## config.mk

```make
export PLATFORM = sky130hd
export DESIGN_NAME = mpcrf_bank
export DESIGN_NICKNAME = d
export VERILOG_FILES = /design/src/mpcrf_pkg.sv /design/src/mpcrf_filt_if.sv /design/src/mpcrf_filter.sv /design/src/mpcrf_bank.sv
export SDC_FILE = /design/constraint.sdc
export NUM_CORES = 1
export LEC_CHECK = 0
export BUFFER_PORTS_ARGS = -buffer_cell sky130_fd_sc_hd__buf_4
export CAP_MARGIN = 20
export CORE_UTILIZATION = 29
export CTS_CLUSTER_DIAMETER = 50
export DETAILED_ROUTE_END_ITERATION = 16
export GPL_TIMING_DRIVEN = 0
export SLEW_MARGIN = 0
export SYNTH_ARGS = -nofsm -noshare
export SYNTH_HDL_FRONTEND = slang
export SYNTH_SLANG_ARGS = --single-unit
```

## constraint.sdc

```tcl
create_clock -name CLK -period 3.14 [get_ports CLK]
set_clock_uncertainty 0.1 [all_clocks]
set_input_delay 0.314 -clock CLK [delete_from_list [all_inputs] [get_ports CLK]]
set_output_delay 0.314 -clock CLK [all_outputs]
set_load 0.05 [all_outputs]
```

## src/mpcrf_pkg.sv

```systemverilog
// constants for the PHY management, receive filter and receive burst registers
// assumes byte-wide register access at the printed I/O offsets
package mpcrf_pkg;

	// ==========================================
	// register offsets
	localparam logic [7:0] MPCRF_OFF_BURST = 8'h14;
	localparam logic [7:0] MPCRF_OFF_PHY = 8'h5E;
	localparam logic [7:0] MPCRF_OFF_FILTER = 8'h5C;

	// ==========================================
	// reset values and write masks
	localparam logic [7:0] MPCRF_RST_BURST = 8'h08;
	localparam logic [7:0] MPCRF_RST_PHY = 8'h00;
	localparam logic [7:0] MPCRF_RST_FILTER = 8'h00;
	localparam logic [7:0] MPCRF_WMASK_PHY = 8'h17;
	localparam logic [7:0] MPCRF_WMASK_FILTER = 8'h3F;
	localparam logic [7:0] MPCRF_ZERO8 = 8'h00;

	// ==========================================
	// management control field positions
	localparam int MPCRF_B_CLK = 0;
	localparam int MPCRF_B_DATA = 1;
	localparam int MPCRF_B_DIR = 2;
	localparam int MPCRF_B_RSV = 3;
	localparam int MPCRF_B_POL = 4;
	localparam int MPCRF_B_DUPLEX = 5;
	localparam int MPCRF_B_SPEED = 6;
	localparam int MPCRF_B_LINK = 7;

	// ==========================================
	// receive filter field positions
	localparam int MPCRF_F_STATION = 0;
	localparam int MPCRF_F_GROUP = 1;
	localparam int MPCRF_F_BCAST = 2;
	localparam int MPCRF_F_PROMISC = 3;
	localparam int MPCRF_F_HASH = 4;
	localparam int MPCRF_F_IPGRP = 5;
	localparam int MPCRF_F_WIDTH = 6;
	localparam int MPCRF_DA_GROUP_BIT = 40;
	localparam logic [23:0] MPCRF_IP_GROUP_PREFIX = 24'h01005E;
	localparam logic [47:0] MPCRF_ALL_ONES_DA = 48'hFFFFFFFFFFFF;

	// ==========================================
	// burst request sizing
	localparam int MPCRF_FIFO_W = 13;
	localparam int MPCRF_UNIT_SHIFT = 5;
	localparam logic [7:0] MPCRF_MIN_BURST = 8'h08;

	typedef logic [MPCRF_F_WIDTH-1:0] mpcrf_mode_t;

endpackage

```

## src/mpcrf_filt_if.sv

```systemverilog
// signals between the register bank and its destination address filter
// assumes one clock domain shared by both ends
interface mpcrf_filt_if;
	import mpcrf_pkg::*;

	logic [47:0] da;
	logic da_valid;
	logic [47:0] station;
	logic hash_hit;
	mpcrf_mode_t mode;
	logic accept;
	logic accept_valid;

	modport bank (output da, da_valid, station, hash_hit, mode, input accept, accept_valid);
	modport filt (input da, da_valid, station, hash_hit, mode, output accept, accept_valid);
endinterface

```

## src/mpcrf_filter.sv

```systemverilog
// destination address filter: one registered verdict per presented address
// assumes the hash lookup result arrives together with the address
module mpcrf_filter
	import mpcrf_pkg::*;
(
	input wire logic clk,
	input wire logic resetn,
	mpcrf_filt_if.filt fi
);

	logic is_bcast;
	logic is_group;
	logic is_ip_group;
	logic is_station;
	logic next_accept;

	assign is_bcast = (fi.da == MPCRF_ALL_ONES_DA);
	assign is_group = fi.da[MPCRF_DA_GROUP_BIT];
	assign is_ip_group = (fi.da[47:24] == MPCRF_IP_GROUP_PREFIX);
	assign is_station = (fi.da == fi.station);

	// any enabled criterion is enough
	always_comb begin
		next_accept = (fi.mode[MPCRF_F_STATION] && is_station)
			|| (fi.mode[MPCRF_F_GROUP] && is_group)
			|| (fi.mode[MPCRF_F_BCAST] && is_bcast)
			|| fi.mode[MPCRF_F_PROMISC]
			|| (fi.mode[MPCRF_F_HASH] && fi.hash_hit)
			|| (fi.mode[MPCRF_F_IPGRP] && is_ip_group);
	end

	always_ff @(posedge clk or negedge resetn) begin
		if (!resetn) begin
			fi.accept <= 1'b0;
			fi.accept_valid <= 1'b0;
		end else begin
			fi.accept_valid <= fi.da_valid;
			if (fi.da_valid) begin
				fi.accept <= next_accept;
			end
		end
	end
endmodule

```

## src/mpcrf_bank.sv

```systemverilog
// PHY management, receive filter select and receive burst threshold registers
// assumes byte-wide register reads and writes synchronous to CLK, one per cycle
//
// Contract
// - management clock pin follows control bit 0 directly
// - control bit 1 is the management data line, out and in
// - with direction bit set, data line carries the written data bit
// - with direction bit clear, line released and read returns PHY level
// - sense bit 4 at zero makes PHY duplex indication active low
// - read-only bit 5 is one in full duplex, zero in half
// - read-only bit 6 is one at 100Mbps, zero at 10Mbps
// - read-only bit 7 is one while link is up
// - filter bit 0 accepts frames matching the 48-bit station address
// - filter bit 1 accepts every group frame including broadcast
// - filter bit 2 accepts every broadcast frame
// - filter bit 3 accepts every frame
// - filter bit 4 accepts frames passing the hash table
// - filter bit 5 accepts destinations beginning 01:00:5e
// - request receive DMA when FIFO bytes exceed threshold times 32
// - request also when FIFO bytes exceed the descriptor frame length
// - threshold below 0x08 acts as 0x08
// - urgent request overrides threshold and raises a request
module mpcrf_bank
	import mpcrf_pkg::*;
(
	input wire logic CLK,
	input wire logic RESETN,
	input wire logic [7:0] REG_ADDR,
	input wire logic REG_WR,
	input wire logic [7:0] REG_WDATA,
	input wire logic REG_RD,
	output logic [7:0] REG_RDATA,
	output logic MDC,
	input wire logic MDIO_I,
	output logic MDIO_O,
	output logic MDIO_OE,
	input wire logic PHY_DUPLEX,
	input wire logic PHY_SPEED,
	input wire logic PHY_LINK,
	input wire logic [47:0] OWN_MAC_ADDRESS,
	input wire logic [47:0] RX_DA,
	input wire logic RX_DA_VALID,
	input wire logic GROUP_HASH_HIT,
	output logic RX_ACCEPT,
	output logic RX_ACCEPT_VALID,
	input wire logic [MPCRF_FIFO_W-1:0] RX_FIFO_USED,
	input wire logic [MPCRF_FIFO_W-1:0] DESCRIPTOR_FRAME_LENGTH,
	input wire logic RX_URGENT_REQ,
	output logic RX_DMA_REQ
);

	// ==========================================
	// register storage
	logic [7:0] phy_ctrl;
	mpcrf_mode_t filter_mode;
	logic [7:0] burst_thresh;

	logic wr_phy;
	logic wr_filter;
	logic wr_burst;

	assign wr_phy = REG_WR && (REG_ADDR == MPCRF_OFF_PHY);
	assign wr_filter = REG_WR && (REG_ADDR == MPCRF_OFF_FILTER);
	assign wr_burst = REG_WR && (REG_ADDR == MPCRF_OFF_BURST);

	// only clock, data, direction and sense bits are stored
	always_ff @(posedge CLK or negedge RESETN) begin
		if (!RESETN) begin
			phy_ctrl <= MPCRF_RST_PHY;
		end else if (wr_phy) begin
			phy_ctrl <= REG_WDATA & MPCRF_WMASK_PHY;
		end
	end

	always_ff @(posedge CLK or negedge RESETN) begin
		if (!RESETN) begin
			filter_mode <= MPCRF_RST_FILTER[MPCRF_F_WIDTH-1:0];
		end else if (wr_filter) begin
			filter_mode <= REG_WDATA[MPCRF_F_WIDTH-1:0];
		end
	end

	always_ff @(posedge CLK or negedge RESETN) begin
		if (!RESETN) begin
			burst_thresh <= MPCRF_RST_BURST;
		end else if (wr_burst) begin
			burst_thresh <= REG_WDATA;
		end
	end

	// ==========================================
	// management pins
	// pins update on the same edge that stores the control byte
	always_ff @(posedge CLK or negedge RESETN) begin
		if (!RESETN) begin
			MDC <= 1'b0;
			MDIO_O <= 1'b0;
			MDIO_OE <= 1'b0;
		end else if (wr_phy) begin
			MDC <= REG_WDATA[MPCRF_B_CLK];
			MDIO_O <= REG_WDATA[MPCRF_B_DATA];
			MDIO_OE <= REG_WDATA[MPCRF_B_DIR];
		end
	end

	// ==========================================
	// status view
	logic full_duplex_flag;
	logic data_view;
	logic [7:0] phy_view;

	// sense bit 0: the PHY pulls the indication low for full duplex
	assign full_duplex_flag = phy_ctrl[MPCRF_B_POL] ? PHY_DUPLEX : !PHY_DUPLEX;
	assign data_view = phy_ctrl[MPCRF_B_DIR] ? phy_ctrl[MPCRF_B_DATA] : MDIO_I;

	always_comb begin
		phy_view = MPCRF_ZERO8;
		phy_view[MPCRF_B_CLK] = phy_ctrl[MPCRF_B_CLK];
		phy_view[MPCRF_B_DATA] = data_view;
		phy_view[MPCRF_B_DIR] = phy_ctrl[MPCRF_B_DIR];
		phy_view[MPCRF_B_POL] = phy_ctrl[MPCRF_B_POL];
		phy_view[MPCRF_B_DUPLEX] = full_duplex_flag;
		phy_view[MPCRF_B_SPEED] = PHY_SPEED;
		phy_view[MPCRF_B_LINK] = PHY_LINK;
	end

	// ==========================================
	// read port
	logic [7:0] next_rdata;

	always_comb begin
		case (REG_ADDR)
			MPCRF_OFF_PHY: next_rdata = phy_view;
			MPCRF_OFF_FILTER: next_rdata = {{(8 - MPCRF_F_WIDTH){1'b0}}, filter_mode};
			MPCRF_OFF_BURST: next_rdata = burst_thresh;
			default: next_rdata = MPCRF_ZERO8;
		endcase
	end

	always_ff @(posedge CLK or negedge RESETN) begin
		if (!RESETN) begin
			REG_RDATA <= MPCRF_ZERO8;
		end else if (REG_RD) begin
			REG_RDATA <= next_rdata;
		end
	end

	// ==========================================
	// receive DMA request
	logic [7:0] eff_thresh;
	logic [MPCRF_FIFO_W-1:0] thresh_bytes;
	logic over_thresh;
	logic over_frame;

	assign eff_thresh = (burst_thresh < MPCRF_MIN_BURST) ? MPCRF_MIN_BURST : burst_thresh;
	assign thresh_bytes = {eff_thresh, {MPCRF_UNIT_SHIFT{1'b0}}};
	assign over_thresh = RX_FIFO_USED > thresh_bytes;
	assign over_frame = RX_FIFO_USED > DESCRIPTOR_FRAME_LENGTH;

	always_ff @(posedge CLK or negedge RESETN) begin
		if (!RESETN) begin
			RX_DMA_REQ <= 1'b0;
		end else begin
			RX_DMA_REQ <= over_thresh || over_frame || RX_URGENT_REQ;
		end
	end

	// ==========================================
	// address filter
	mpcrf_filt_if fbus ();

	assign fbus.da = RX_DA;
	assign fbus.da_valid = RX_DA_VALID;
	assign fbus.station = OWN_MAC_ADDRESS;
	assign fbus.hash_hit = GROUP_HASH_HIT;
	assign fbus.mode = filter_mode;

	mpcrf_filter u_filter (
		.clk(CLK),
		.resetn(RESETN),
		.fi(fbus.filt)
	);

	assign RX_ACCEPT = fbus.accept;
	assign RX_ACCEPT_VALID = fbus.accept_valid;
endmodule

```

==> metrics.txt <==
most frequent cells in the layout=163 x buf_4, 33 x xnor2_1, 28 x dfrtp_1; Mapped Nets=434; crit path DAT=2450 ps; post-route insts no fill=540; Synth area leader=dfrtp_1; PwrDens=between 200 and 300 mW/mm²; Synth area leaders=dfrtp_1 27%, xnor2_1 11%, ha_1 10%, nand4_1 5.9%, xor2_1 5.5%; startpoint type of the worst setup path=flip-flop; Final Hold Viols=0; number of cell rows=33; clk buf depth=2; Pwr Total=1.12 mW; Final Setup Violations=0; Sink Count=29; Post-DP HPWL=about 7.5 mm; die height=95.8 µm; largest net degree at the start of global routing=30; IO Pins=163; clock tree root driver cell=clkbuf_8; synthesized flop and latch total=29; setup bufs post-CTS=0; die area=between 0.009 and 0.01 mm²; post-synthesis instance total=about 260; Worst R2R Start=burst_thresh[6]$_DFFE_PN0P_; Final TNS setup=0 ps; number of cells upsized or downsized after cts=0; CP max FO=4; Routed Antenna Nets=0; Clock Pin Slew Worst Setup and Hold Paths=about 60 ps; DIE WIDTH=95.8 µm; synth warn=0; Num CTS Buffers=5; Synth cell types=45; area fraction of the dominant cell type after synthesis=27.5%; GR Overflow Total=0; CP Class=flip-flop to flip-flop; depth of the CTS H-tree=2; worst min path class=input pin to flip-flop; share of layout cells above drive strength 1=between 40% and 50%; worst r2r dst=RX_DMA_REQ$_DFF_PN0_; # diodes=0; hold depth=1; first-pass GRT wire length=12.1 mm; placed cell count=531; Top Layer Used=met4; Reg2Reg Setup Slack=740 ps; dominant synthesized flop cell=dfrtp_1; Place WS=724 ps; sequential-to-total area share from yosys stat=between 20% and 30%; Slew @ Worst Pin=between 500 and 600 ps; RSZ-0062 raised after global routing=no; Final WS setup=about 740 ps; status=finished clean; Worst Hold End=u_filter.fi.accept_valid$_DFF_PN0_; GP Congestion=0.794; Final min period=2400 ps; Reg2Reg Depth=8; Routed wire per std cell=15.7 µm; Leak Pwr=1.94 nW; TritonCTS clock tree=built; antenna violations before repair=0; Initial DRT Pass Iterations=4; clock latency on the worst-skew pair=270 ps; Final period util=76.4%; Vias=2594; Starting Density=between 30% and 40%; vias per cell=approximately 4.8; port bufs=162; CP Capture Type=flip-flop; commonest non-fill, non-tap cell in the layout=buf_4; Layout area overhead=57.2%; fmax=between 0.4 and 0.5 GHz; drt initial violations=69; hold_sp=RX_DA_VALID; MaxCap Viol Count=0; # nets final=604; Hold Buf Count CTS=1; Rel. slew slack=roughly 66%; vias in the first global route=2516; ys async rst share=100%; Core ar.=0.00838 mm²; met2 WL=approximately 4.3 mm; Post-synth EDFFs=0; VDD IR max=0.148 mV; Post-route DRC=0; Metal-1 WL=3.64 mm; syn avg cell area=9.66 µm²; CP required=3190 ps; Slew Limit Fails=0; mapped cell area=0.00255 mm²; metal3 WL=461 µm; routed wire length=8.46 mm; GRT Overall Usage=roughly 17%
==> cell type report <==
| type | count | area [µm²] |
|---|---|---|
| Multi-Input combinational cell | 209 | 1720 |
| Buffer | 2 | 11.3 |
| Fill cell | 806 | 4370 |
| Clock inverter | 1 | 5.00 |
| Tap cell | 105 | 131 |
| Clock buffer | 7 | 96.3 |
| Timing Repair Buffer | 163 | 1230 |
| Sequential cell | 29 | 727 |
| Inverter | 24 | 90.1 |
==> state kept, by name, indices dropped and copies added (netlist names) <==
| register | flops |
|---|---|
| phy_ctrl | 4 |
| u_filter.fi.accept | 1 |
| RX_DMA_REQ | 1 |
| fbus.mode | 6 |
| u_filter.fi.accept_valid | 1 |
| burst_thresh | 8 |
| REG_RDATA | 8 |
==> worst max-delay path, cell delays in order (launching register included) <==
cell      delay [ps]
dfrtp_1          410
nor4_1           400
nand2b_1         140
and2_1           190
ha_1             280
nand4b_1         100
nor4_1           240
nand4_1          150
a211o_1          280
==> cell usage after synthesis, types with 2 or more instances <==
cell type,n
mux2_4,6
and3_1,2
xor2_1,16
inv_1,24
a22oi_1,3
o211ai_1,3
a211o_1,2
a222oi_1,3
o21ai_0,5
mux2_2,9
mux2_1,4
and2_1,3
dfrtp_1,28
o22ai_1,5
o21a_1,2
a21oi_1,9
and4_1,3
ha_1,21
nor2_1,8
nor4_1,12
nand3_1,4
nor3_1,3
nor2b_1,2
nand4_1,24
xnor2_1,33
nand2b_1,3
a221oi_1,3
nand2_1,7
==> metrics by stage <==
| stage | cell area [µm²] | hold WS [ps] | util, % |
|---|---|---|---|
| detailed placement | 3900 | 158 | 46.5 |
| CTS | 4010 | 70.3 | 47.8 |
| global placement | 3900 | 157 | 46.5 |
| global route | 4010 | 70.8 | 47.8 |
| finish | 4010 | 73.0 | 47.8 |
| floorplan | 2550 | -81.6 | - |
==> where the power goes <==
group / switching (mW) / leakage, nW / total, mW / internal, mW
sequential: 0.0134 / 0.387 / 0.404 / 0.390
clock: 0.134 / 0.0542 / 0.332 / 0.198
combinational: 0.169 / 1.50 / 0.386 / 0.217
total: 0.317 / 1.94 / 1.12 / 0.804
==> how the worst max path moves through the flow <==
stage | slack, ps | end | cells past startpoint | from
2_1_floorplan | 1050 | RX_DMA_REQ$_DFF_PN0_ | 9 | burst_thresh[6]$_DFFE_PN0P_
3_3_place_gp | 740 | RX_DMA_REQ$_DFF_PN0_ | 8 | burst_thresh[6]$_DFFE_PN0P_
5_1_grt | 460 | RX_DMA_REQ$_DFF_PN0_ | 8 | burst_thresh[6]$_DFFE_PN0P_
3_5_place_dp | 720 | RX_DMA_REQ$_DFF_PN0_ | 8 | burst_thresh[6]$_DFFE_PN0P_
6_report | 740 | RX_DMA_REQ$_DFF_PN0_ | 8 | burst_thresh[6]$_DFFE_PN0P_
4_1_cts | 720 | RX_DMA_REQ$_DFF_PN0_ | 8 | burst_thresh[6]$_DFFE_PN0P_
==> cell families (layout without fill, tap and decap cells) <==
| logic type | Yosys count | count (layout) | synth area share [%] |
|---|---|---|---|
| AO/OA/AOI/OAI | 38 | 38 | 10.1 |
| XOR/XNOR | 49 | 49 | 16.8 |
| adder cells (fa/ha/maj) | 21 | 21 | 10.3 |
| buffers and inverters | 26 | 197 | 3.97 |
| flip-flops | 29 | 29 | 28.5 |
| multiplexers | 19 | 19 | 9.27 |
| AND/OR/NAND/NOR | 82 | 82 | 21.0 |
==> layer usage <==
layer  vias up  GRT usage, %
met5         -             0
met4         0          3.48
met3         2          3.00
met2        79          29.6
met1      1184          22.9
li1       1329             -
(Power assumes the default switching activity.)
